File: config.mk
export PLATFORM = sky130hd
export DESIGN_NAME = dual_timer
export DESIGN_NICKNAME = d
export VERILOG_FILES = /design/src/hw/timer_pkg.sv /design/src/hw/dual_timer.sv /design/src/hw/machine_phase.sv /design/src/hw/pin_sampler.sv
export VERILOG_INCLUDE_DIRS = /design/src /design/src/hw
export SDC_FILE = /design/constraint.sdc
export NUM_CORES = 1
export LEC_CHECK = 0
export ABC_AREA = 1
export BUFFER_PORTS_ARGS = -buffer_cell sky130_fd_sc_hd__buf_2
export CORE_UTILIZATION = 30
export DETAILED_ROUTE_END_ITERATION = 8
export GPL_TIMING_DRIVEN = 0
export SLEW_MARGIN = 15
export SYNTH_ARGS = -nofsm -noshare
export SYNTH_HDL_FRONTEND = slang
export SYNTH_SLANG_ARGS = --single-unit
File: constraint.sdc
create_clock -name sys_clk -period 2.2 [get_ports sys_clk]
set_input_delay 0.44 -clock sys_clk [delete_from_list [all_inputs] [get_ports sys_clk]]
set_output_delay 0.44 -clock sys_clk [all_outputs]
set_load 0.01 [all_outputs]
File: src/hw/timer_regs.svh
/*
 Register offsets, field positions, reset values and phase timing for the dual timer/counter.
 Assumes sys_clk is the oscillator, so one oscillator period equals one sys_clk cycle.
*/
`ifndef TIMER_REGS_SVH
`define TIMER_REGS_SVH

// ==========================================================================
// register byte addresses
`define ADDR_WIDTH 5
`define OFF_MODE 5'h00
`define OFF_CONTROL 5'h04
`define OFF_T0_LOW 5'h08
`define OFF_T0_HIGH 5'h0C
`define OFF_T1_LOW 5'h10
`define OFF_T1_HIGH 5'h14

// ==========================================================================
// mode register fields
`define MODE_GATE1 7
`define MODE_CT1 6
`define MODE_SEL1_HI 5
`define MODE_SEL1_LO 4
`define MODE_GATE0 3
`define MODE_CT0 2
`define MODE_SEL0_HI 1
`define MODE_SEL0_LO 0

// ==========================================================================
// control register fields
`define CTL_FLAG1 7
`define CTL_RUN1 6
`define CTL_FLAG0 5
`define CTL_RUN0 4

// ==========================================================================
// reset values
`define RST_BYTE 8'h00
`define RST_WORD 32'h0000_0000

// ==========================================================================
// machine cycle timing, in oscillator periods
`define OSC_PER_MACHINE_CYCLE 12
`define PHASE_S3P1 4'h4
`define PHASE_S5P2 4'h9
`define LOW_13BIT_MSB 4

`endif

File: src/hw/timer_pkg.sv
/*
 Types shared by the dual timer/counter design files.
 Assumes the register header supplies all numeric constants.
*/
package timer_pkg;

   // ==========================================================================
   // operating mode field encoding
   typedef enum logic [1:0] {
      MODE_13BIT = 2'h0,
      MODE_16BIT = 2'h1,
      MODE_RELOAD8 = 2'h2,
      MODE_SPLIT = 2'h3
   } timer_mode_type;

   typedef logic [7:0] count_byte_type;

endpackage

File: src/hw/dual_timer.sv
/*
 Dual 16-bit timer/counter with four modes, reached over Avalon-MM with waitrequest.
 Assumes count and gate pins are asynchronous; acknowledge inputs are on sys_clk.
*/
// Implementation choices: register access over Avalon-MM and the address map.
// Contract
// - timer function counts every machine cycle
// - count pin sampled once at S5P2
// - falling sample pair increments at next S3P1
// - per-timer source select and mode field
// - mode 0 is 13-bit counter
// - rollover sets overflow flag
// - count only when run and gate allow
// - run bit leaves counts untouched
// - gate bits at mode bits 7, 3
// - mode 1 uses full sixteen bits
// - mode 2 reloads low from high
// - timer 1 mode 3 freezes count
// - timer 0 split into two bytes
// - timer 1 overflows without flag in split
`timescale 1ns/10ps
`include "timer_regs.svh"

module dual_timer (
   input wire logic sys_clk,
   input wire logic srst,
   input wire logic clk_en,
   input wire logic [`ADDR_WIDTH-1:0] address,
   input wire logic read,
   input wire logic write,
   input wire logic [31:0] writedata,
   input wire logic [3:0] byteenable,
   output logic [31:0] readdata,
   output logic waitrequest,
   input wire logic count_input_zero,
   input wire logic count_input_one,
   input wire logic gate_pin_zero,
   input wire logic gate_pin_one,
   input wire logic flag0_ack,
   input wire logic flag1_ack,
   output logic timer0_overflow_flag,
   output logic timer1_overflow_flag,
   output logic baud_overflow
);
   import timer_pkg::*;

   // ==========================================================================
   // declarations
   logic [7:0] timer_mode_register;
   logic timer0_run_bit;
   logic timer1_run_bit;
   timer_pkg::count_byte_type low [2];
   timer_pkg::count_byte_type high [2];
   timer_pkg::count_byte_type next_low [2];
   timer_pkg::count_byte_type next_high [2];
   logic [1:0] low_ovf;
   logic [1:0] high_ovf;
   logic [1:0] low_en;
   logic [1:0] wr_low;
   logic [1:0] wr_high;
   logic [1:0] gate_meta;
   logic [1:0] gate_sync;
   logic [1:0] fall_pending;
   logic [3:0] phase;
   logic count_tick;
   logic sample_tick;
   logic ack;
   logic wr_hit;
   logic wr_mode;
   logic wr_ctl;
   logic set_flag0;
   logic set_flag1;
   timer_mode_type mode0;
   timer_mode_type mode1;

   // ==========================================================================
   // machine cycle timing and count pins
   machine_phase #(
      .CYCLE_LEN(`OSC_PER_MACHINE_CYCLE)
   ) phase_gen (
      .sys_clk(sys_clk),
      .srst(srst),
      .clk_en(clk_en),
      .phase(phase),
      .count_tick(count_tick),
      .sample_tick(sample_tick)
   );

   pin_sampler #(
      .WIDTH(2)
   ) count_pins (
      .sys_clk(sys_clk),
      .srst(srst),
      .clk_en(clk_en),
      .pins({count_input_one, count_input_zero}),
      .sample_tick(sample_tick),
      .consume_tick(count_tick),
      .fall_pending(fall_pending)
   );

   // gate pins pass two flip-flops
   always_ff @(posedge sys_clk) begin
      if (srst) begin
         gate_meta <= 2'h0;
         gate_sync <= 2'h0;
      end else if (clk_en) begin
         gate_meta <= {gate_pin_one, gate_pin_zero};
         gate_sync <= gate_meta;
      end
   end

   // ==========================================================================
   // bus slave, one wait state per access
   assign waitrequest = (read || write) && !ack;
   assign wr_hit = write && ack && clk_en && byteenable[0];
   assign wr_mode = wr_hit && (address == `OFF_MODE);
   assign wr_ctl = wr_hit && (address == `OFF_CONTROL);
   assign wr_low[0] = wr_hit && (address == `OFF_T0_LOW);
   assign wr_high[0] = wr_hit && (address == `OFF_T0_HIGH);
   assign wr_low[1] = wr_hit && (address == `OFF_T1_LOW);
   assign wr_high[1] = wr_hit && (address == `OFF_T1_HIGH);

   always_ff @(posedge sys_clk) begin
      if (srst) begin
         ack <= 1'b0;
      end else if (clk_en) begin
         ack <= (read || write) && !ack;
      end
   end

   always_ff @(posedge sys_clk) begin
      if (srst) begin
         readdata <= `RST_WORD;
      end else if (clk_en && read && !ack) begin
         readdata <= 32'h0000_0000;
         case (address)
            `OFF_MODE: readdata[7:0] <= timer_mode_register;
            `OFF_CONTROL: readdata[7:0] <= {timer1_overflow_flag, timer1_run_bit,
               timer0_overflow_flag, timer0_run_bit, 4'h0};
            `OFF_T0_LOW: readdata[7:0] <= low[0];
            `OFF_T0_HIGH: readdata[7:0] <= high[0];
            `OFF_T1_LOW: readdata[7:0] <= low[1];
            `OFF_T1_HIGH: readdata[7:0] <= high[1];
            default: readdata[7:0] <= 8'h00;
         endcase
      end
   end

   // ==========================================================================
   // mode and run control
   always_ff @(posedge sys_clk) begin
      if (srst) begin
         timer_mode_register <= `RST_BYTE;
      end else if (wr_mode) begin
         timer_mode_register <= writedata[7:0];
      end
   end

   // run bits touch nothing but themselves
   always_ff @(posedge sys_clk) begin
      if (srst) begin
         timer0_run_bit <= 1'b0;
         timer1_run_bit <= 1'b0;
      end else if (wr_ctl) begin
         timer0_run_bit <= writedata[`CTL_RUN0];
         timer1_run_bit <= writedata[`CTL_RUN1];
      end
   end

   assign mode0 = timer_mode_type'(timer_mode_register[`MODE_SEL0_HI:`MODE_SEL0_LO]);
   assign mode1 = timer_mode_type'(timer_mode_register[`MODE_SEL1_HI:`MODE_SEL1_LO]);

   // ==========================================================================
   // count enables, one per timer
   always_comb begin
      low_en[0] = count_tick && timer0_run_bit
         && (!timer_mode_register[`MODE_GATE0] || gate_sync[0])
         && (!timer_mode_register[`MODE_CT0] || fall_pending[0]);
      low_en[1] = count_tick && timer1_run_bit
         && (!timer_mode_register[`MODE_GATE1] || gate_sync[1])
         && (!timer_mode_register[`MODE_CT1] || fall_pending[1])
         && (mode1 != MODE_SPLIT);
   end

   // ==========================================================================
   // per-timer next count and rollover
   genvar i;
   generate
      for (i = 0; i < 2; i++) begin : timer_gen
         timer_mode_type mode;
         logic high_en;
         logic [12:0] c13;
         logic [15:0] c16;

         assign mode = (i == 0) ? mode0 : mode1;
         // split high byte: machine cycles, timer 1 run bit
         assign high_en = (i == 0) && count_tick && timer1_run_bit;

         always_comb begin
            next_low[i] = low[i];
            next_high[i] = high[i];
            low_ovf[i] = 1'b0;
            high_ovf[i] = 1'b0;
            c13 = {high[i], low[i][`LOW_13BIT_MSB:0]} + 13'h0001;
            c16 = {high[i], low[i]} + 16'h0001;
            case (mode)
               MODE_13BIT: begin
                  if (low_en[i]) begin
                     // upper low-byte bits left as they stand
                     next_low[i][`LOW_13BIT_MSB:0] = c13[`LOW_13BIT_MSB:0];
                     next_high[i] = c13[12:5];
                     low_ovf[i] = (c13 == 13'h0000);
                  end
               end
               MODE_16BIT: begin
                  if (low_en[i]) begin
                     next_low[i] = c16[7:0];
                     next_high[i] = c16[15:8];
                     low_ovf[i] = (c16 == 16'h0000);
                  end
               end
               MODE_RELOAD8: begin
                  if (low_en[i]) begin
                     if (low[i] == 8'hFF) begin
                        next_low[i] = high[i];
                        low_ovf[i] = 1'b1;
                     end else begin
                        next_low[i] = low[i] + 8'h01;
                     end
                  end
               end
               MODE_SPLIT: begin
                  if (low_en[i]) begin
                     next_low[i] = low[i] + 8'h01;
                     low_ovf[i] = (low[i] == 8'hFF);
                  end
                  if (high_en) begin
                     next_high[i] = high[i] + 8'h01;
                     high_ovf[i] = (high[i] == 8'hFF);
                  end
               end
               default: begin
                  next_low[i] = low[i];
               end
            endcase
         end

         // software write wins over a count in the same cycle
         always_ff @(posedge sys_clk) begin
            if (srst) begin
               low[i] <= `RST_BYTE;
               high[i] <= `RST_BYTE;
            end else if (clk_en) begin
               low[i] <= wr_low[i] ? writedata[7:0] : next_low[i];
               high[i] <= wr_high[i] ? writedata[7:0] : next_high[i];
            end
         end
      end
   endgenerate

   // ==========================================================================
   // overflow flags and baud source
   assign set_flag0 = low_ovf[0];
   // split mode hands the timer 1 flag to the timer 0 high byte
   assign set_flag1 = (mode0 == MODE_SPLIT) ? high_ovf[0] : low_ovf[1];

   // set wins over any clear in the same cycle
   always_ff @(posedge sys_clk) begin
      if (srst) begin
         timer0_overflow_flag <= 1'b0;
         timer1_overflow_flag <= 1'b0;
      end else if (clk_en) begin
         if (set_flag0) begin
            timer0_overflow_flag <= 1'b1;
         end else if (flag0_ack || (wr_ctl && !writedata[`CTL_FLAG0])) begin
            timer0_overflow_flag <= 1'b0;
         end else if (wr_ctl) begin
            timer0_overflow_flag <= 1'b1;
         end
         if (set_flag1) begin
            timer1_overflow_flag <= 1'b1;
         end else if (flag1_ack || (wr_ctl && !writedata[`CTL_FLAG1])) begin
            timer1_overflow_flag <= 1'b0;
         end else if (wr_ctl) begin
            timer1_overflow_flag <= 1'b1;
         end
      end
   end

   // timer 1 rollover pulse, flag or not
   always_ff @(posedge sys_clk) begin
      if (srst) begin
         baud_overflow <= 1'b0;
      end else if (clk_en) begin
         baud_overflow <= low_ovf[1];
      end
   end

   // ==========================================================================
   // checks
   count_phase_a: assert property (@(posedge sys_clk) disable iff (srst)
      (low[0] != $past(low[0])) && !$past(wr_low[0]) |-> $past(count_tick))
      else $error("timer 0 low byte changed outside S3P1");

   timer_rate_a: assert property (@(posedge sys_clk) disable iff (srst)
      count_tick && timer0_run_bit && !timer_mode_register[`MODE_GATE0]
      && !timer_mode_register[`MODE_CT0] && (mode0 == MODE_16BIT)
      && !wr_low[0] && !wr_high[0]
      |=> {high[0], low[0]} == $past({high[0], low[0]}) + 16'h0001)
      else $error("timer 0 missed a machine cycle count");

   edge_count_a: assert property (@(posedge sys_clk) disable iff (srst)
      count_tick && fall_pending[0] && timer0_run_bit && timer_mode_register[`MODE_CT0]
      && !timer_mode_register[`MODE_GATE0] && (mode0 == MODE_RELOAD8) && !wr_low[0]
      && (low[0] != 8'hFF)
      |=> low[0] == $past(low[0]) + 8'h01)
      else $error("captured edge not counted");

   run_gate_a: assert property (@(posedge sys_clk) disable iff (srst)
      (!timer0_run_bit || (timer_mode_register[`MODE_GATE0] && !gate_sync[0]))
      && (mode0 != MODE_SPLIT) && !wr_low[0] && !wr_high[0]
      |=> $stable(low[0]) && $stable(high[0]))
      else $error("timer 0 counted while stopped");

   reload_a: assert property (@(posedge sys_clk) disable iff (srst)
      (mode1 == MODE_RELOAD8) && (mode0 != MODE_SPLIT) && low_en[1] && (low[1] == 8'hFF)
      && !wr_low[1] && !wr_high[1]
      |=> (low[1] == $past(high[1])) && $stable(high[1]) && timer1_overflow_flag)
      else $error("mode 2 reload failed");

   freeze_a: assert property (@(posedge sys_clk) disable iff (srst)
      (mode1 == MODE_SPLIT) && !wr_low[1] && !wr_high[1]
      |=> $stable(low[1]) && $stable(high[1]))
      else $error("timer 1 moved in mode 3");

   flag_set_a: assert property (@(posedge sys_clk) disable iff (srst)
      clk_en && set_flag0 |=> timer0_overflow_flag [*1] ##0 baud_overflow == $past(low_ovf[1]))
      else $error("overflow did not raise the flag");

   flag_hold_a: assert property (@(posedge sys_clk) disable iff (srst)
      timer1_overflow_flag && !flag1_ack && !wr_ctl |=> timer1_overflow_flag)
      else $error("flag dropped without a clear");

   split_flag_a: assert property (@(posedge sys_clk) disable iff (srst)
      (mode0 == MODE_SPLIT) && low_ovf[1] && !high_ovf[0] && !timer1_overflow_flag
      && !wr_ctl |=> !timer1_overflow_flag && baud_overflow)
      else $error("timer 1 raised a flag while timer 0 is split");

endmodule

File: src/hw/machine_phase.sv
/*
 Machine cycle phase generator: counts oscillator periods within a machine cycle.
 Assumes sys_clk is the oscillator and clk_en freezes the sequence.
*/
`timescale 1ns/10ps
`include "timer_regs.svh"

module machine_phase #(
   parameter int CYCLE_LEN = `OSC_PER_MACHINE_CYCLE
) (
   input wire logic sys_clk,
   input wire logic srst,
   input wire logic clk_en,
   output logic [3:0] phase,
   output logic count_tick,
   output logic sample_tick
);
   import timer_pkg::*;

   // ==========================================================================
   // phase counter, S1P1 through S6P2
   always_ff @(posedge sys_clk) begin
      if (srst) begin
         phase <= 4'h0;
      end else if (clk_en) begin
         if (phase == 4'(CYCLE_LEN - 1)) begin
            phase <= 4'h0;
         end else begin
            phase <= phase + 4'h1;
         end
      end
   end

   // ==========================================================================
   // phase strobes
   assign count_tick = clk_en && (phase == `PHASE_S3P1);
   assign sample_tick = clk_en && (phase == `PHASE_S5P2);

endmodule

File: src/hw/pin_sampler.sv
/*
 Count input sampler: two-stage synchroniser, one sample per machine cycle, falling edge capture.
 Assumes sample_tick and consume_tick come from the machine phase generator.
*/
`timescale 1ns/10ps

module pin_sampler #(
   parameter int WIDTH = 2
) (
   input wire logic sys_clk,
   input wire logic srst,
   input wire logic clk_en,
   input wire logic [WIDTH-1:0] pins,
   input wire logic sample_tick,
   input wire logic consume_tick,
   output logic [WIDTH-1:0] fall_pending
);
   import timer_pkg::*;

   logic [WIDTH-1:0] meta;
   logic [WIDTH-1:0] synced;
   logic [WIDTH-1:0] sampled;

   // ==========================================================================
   // synchroniser and per-bit edge capture
   always_ff @(posedge sys_clk) begin
      if (srst) begin
         meta <= '0;
         synced <= '0;
      end else if (clk_en) begin
         meta <= pins;
         synced <= meta;
      end
   end

   genvar i;
   generate
      for (i = 0; i < WIDTH; i++) begin : bit_gen
         always_ff @(posedge sys_clk) begin
            if (srst) begin
               sampled[i] <= 1'b0;
               fall_pending[i] <= 1'b0;
            end else if (sample_tick) begin
               sampled[i] <= synced[i];
               fall_pending[i] <= sampled[i] && !synced[i];
            end else if (consume_tick) begin
               fall_pending[i] <= 1'b0;
            end
         end

         fall_phase_a: assert property (@(posedge sys_clk) disable iff (srst)
            $rose(fall_pending[i]) |-> $past(sample_tick))
            else $error("edge captured outside the sample phase");
      end
   endgenerate

endmodule

==> flow_summary.toml <==
[die]
initial_core_util = 0.3071
die_h_um = 137.6
dieArea_um2 = 18940
std_cell_rows = 49
die_width_um = 137.6
core_area_um2 = 17960
ioPinCount = 88

[grt]
grt_pass1_wl_um = 28490
grt_max_degree = 12
antenna_found_initial = 0
overflow = 0
grt_pass1_vias = 5211
grt_use_total = 0.2008

[power]
ir_drop_v = 0.0004052
cellPowerDensity_nw_per_um2 = 537.7
power_leakage_nw = 2.778
finalPower_w = 0.003516

[final_layout]
area_growth_pct = 18.55
drive_above_1_share = 0.1811
antennaDiodeCount = 0
postLayoutCoreUtil = 0.3641
layout.nets = 949

[critical_path]
path_delay_family = "compound AO/OA/AOI/OAI gates"
worst_ep_arrival_time_ns = 2.23
crit_required_ns = 2.30
critPathBufInv = 2
critPathMaxStageDelay_ns = 0.44
cp_cell_sequence = "ha_1, clkbuf_2, inv_1, o21ai_0, a211oi_1, a211oi_1"
critPathKind = "flop to flop"
cp-end-kind = "flop"
slowest_stage = "dfxtp_1"
crit_top_cell = "a211oi_1"
critPathLaunchType = "flop"
crit_fanout = 10

[placed_design]
port_buffers = 34
gp_congestion = 0.9228
dp_hpwl_um = 13860

[yosys]
post_synth_and_or_nand_nor_area_fraction = 0.3153
post_synth_xor_area_fraction = 0.02041
synth_edf_count = 32
yosysUniqueCellTypes = 53
synth_top_family_by_area = "simple AND/OR/NAND/NOR gates"
ys_ff_latch = 70
synth_top_cell_area_share = 0.1742
synth-compound-area-share = 0.1996
yosysSeqAreaShare = 0.3121
yosysMostFrequentCell = "nand2_1"
yosysWarningCount = 0
synth_area_per_cell_um2 = 6.844
synth.area.mux_share = 0
synthArstFlopShare = 0
synth_area_leader_cell = "edfxtp_1"
synth_area_leaders = "edfxtp_1 17%, dfxtp_1 14%, nand2_1 12%, inv_1 6.7%, o21ai_0 6.0%"
synthTopCellsByCount = "177 x nand2_1, 98 x inv_1, 72 x nor2_1"
syn_area_um2 = 5517
synth_cells = 806
synthAdderAreaFrac = 0.02949
ys_dominant_reg_cell = "dfxtp_1"

[sta]
finalCriticalPeriod_ns = 2.135
drv_slew = 0
hold_violations = 0
setup_viol = 0
worst_pin_slew_ns = 1.117
fin_skew_ns = 0.006123
slew_headroom = 0.2523
max_freq_ghz = 0.4683
period_share = 0.9706

[clock_network]
cts_hold_buffers = 0
clock_sinks = 70
htree_levels = 3
root_buffer = "clkbuf_16"
clk_latency_ns = 0.35
cts_buffers = 9
cts_tree = "built"
clk_pin_slew_worst_paths_ns = 0.06
ctsLongestPathBuffers = 2

[routing]
met3_length_um = 1812
first_iter_violations = 594
first_pass_iters = 5
wl_met1_um = 8274
wl_met2_um = 7613
avgViaCountPerCell = 5.195
routed_wl_um = 18330
drc = 0
routed.top_layer = "met4"
postRouteAntennaNets = 0
wire_per_inst_um = 16.39
vias = 5808

[worst_hold_path]
hp-class = "input port to flop"

[job]
cap_violations = 0

[status]
status = "completed"
==> flip-flops by register name, summed over array words and instances, names as in the netlist <==
name                     cells
phase_gen.phase              4
gate_sync                    2
timer1_overflow_flag         1
timer0_run_bit               1
count_pins.meta              2
gate_meta                    2
baud_overflow                1
timer_mode_register          8
readdata                     8
ack                          1
timer0_overflow_flag         1
low                         16
timer1_run_bit               1
high                        16
count_pins.sampled           2
count_pins.fall_pending      2
count_pins.synced            2
==> where the power goes <==
part | switching, W | leakage (nW) | internal (W) | total (W)
Sequential | 0.0000553 | 0.640 | 0.00142 | 0.00147
Clock | 0.000580 | 0.151 | 0.000935 | 0.00151
Combinational | 0.000349 | 1.99 | 0.000177 | 0.000527
==> metal layers <==
layer / vias to the layer above / GRT usage
met4: 0 / 0.09280
met3: 49 / 0.04010
li1: 2831 / -
met1: 2602 / 0.2874
met2: 326 / 0.2850
met5: - / 0
==> per-stage QoR <==
step | hold WS, ns | TNS, ns | setup WS, ns | cells | area, µm²
after floorplan | 0.4289 | 0 | 0.1398 | 829 | 5603
after global placement | 0.4437 | -11.91 | -0.6264 | 1092 | 6060
after detailed placement | 0.4472 | -11.09 | -0.6141 | 1092 | 6060
after CTS | 0.2862 | 0 | 0.01422 | 1108 | 6385
after global routing | 0.3102 | -0.002180 | -0.002180 | 1118 | 6540
final | 0.2904 | 0 | 0.06458 | 1118 | 6540
==> kinds of logic after synthesis <==
family | count (synthesis)
simple gates | 372
compound gates | 187
buf+inv | 151
flops | 70
fa+ha+maj | 13
xor+xnor | 12
other cells | 1
==> layout by cell type (no fill, tap or decap), types with 5 or more instances in the layout <==
| cell type | count |
|---|---|
| nand2_1 | 175 |
| a21oi_1 | 48 |
| clkbuf_1 | 10 |
| xor2_1 | 10 |
| inv_2 | 6 |
| a221oi_1 | 6 |
| nand3_1 | 60 |
| o211ai_1 | 12 |
| nor2_1 | 67 |
| o31ai_1 | 5 |
| o21ai_0 | 66 |
| buf_4 | 37 |
| a211oi_1 | 6 |
| dfxtp_1 | 38 |
| a31oi_1 | 9 |
| edfxtp_1 | 32 |
| nor3_1 | 5 |
| buf_2 | 40 |
| o22ai_1 | 15 |
| nor2_2 | 14 |
| ha_1 | 9 |
| nand4_1 | 11 |
| conb_1 | 24 |
| clkbuf_16 | 11 |
| nor2_4 | 9 |
| inv_1 | 98 |
| nand2_2 | 12 |
==> cell type report <==
cell class | instances | area, µm²
Tap cell | 229 | 286.5
Clock buffer | 15 | 300.3
Multi-Input combinational cell | 608 | 3283
Clock inverter | 1 | 6.256
Buffer | 45 | 282.8
Timing Repair Buffer | 45 | 265.3
Sequential cell | 70 | 1722
Inverter | 105 | 394.1
Fill cell | 1907 | 11420
==> timing repair <==
action,in CTS,in global routing
pin swaps,0,3
buffers inserted,1,10
gates resized for setup,4,22
endpoints found under the setup margin,18,43
==> final timing paths <==
kind                                       startpoint                                       to  slack [ns]  cells past startpoint
setup / recovery  timer_mode_register[0]$_SDFFE_PP0P_                 high[0][0]$_SDFFCE_PN0P_        0.06                      6
setup reg to reg  timer_mode_register[0]$_SDFFE_PP0P_                 high[0][0]$_SDFFCE_PN0P_        0.06                      6
hold / removal                        count_input_one          count_pins.meta[1]$_SDFFE_PP0P_        0.29                      3
hold reg to reg    count_pins.sampled[0]$_SDFFE_PP0P_  count_pins.fall_pending[0]$_SDFFE_PP0P_        0.45                      2
==> worst register-to-register path, cell delays in order (launching register included) <==
cell      delay (ns)
dfxtp_1         0.44
ha_1            0.25
clkbuf_2        0.28
inv_1           0.22
o21ai_0         0.23
a211oi_1        0.08
a211oi_1        0.39
No activity file was read; power rests on OpenSTA's default activity.
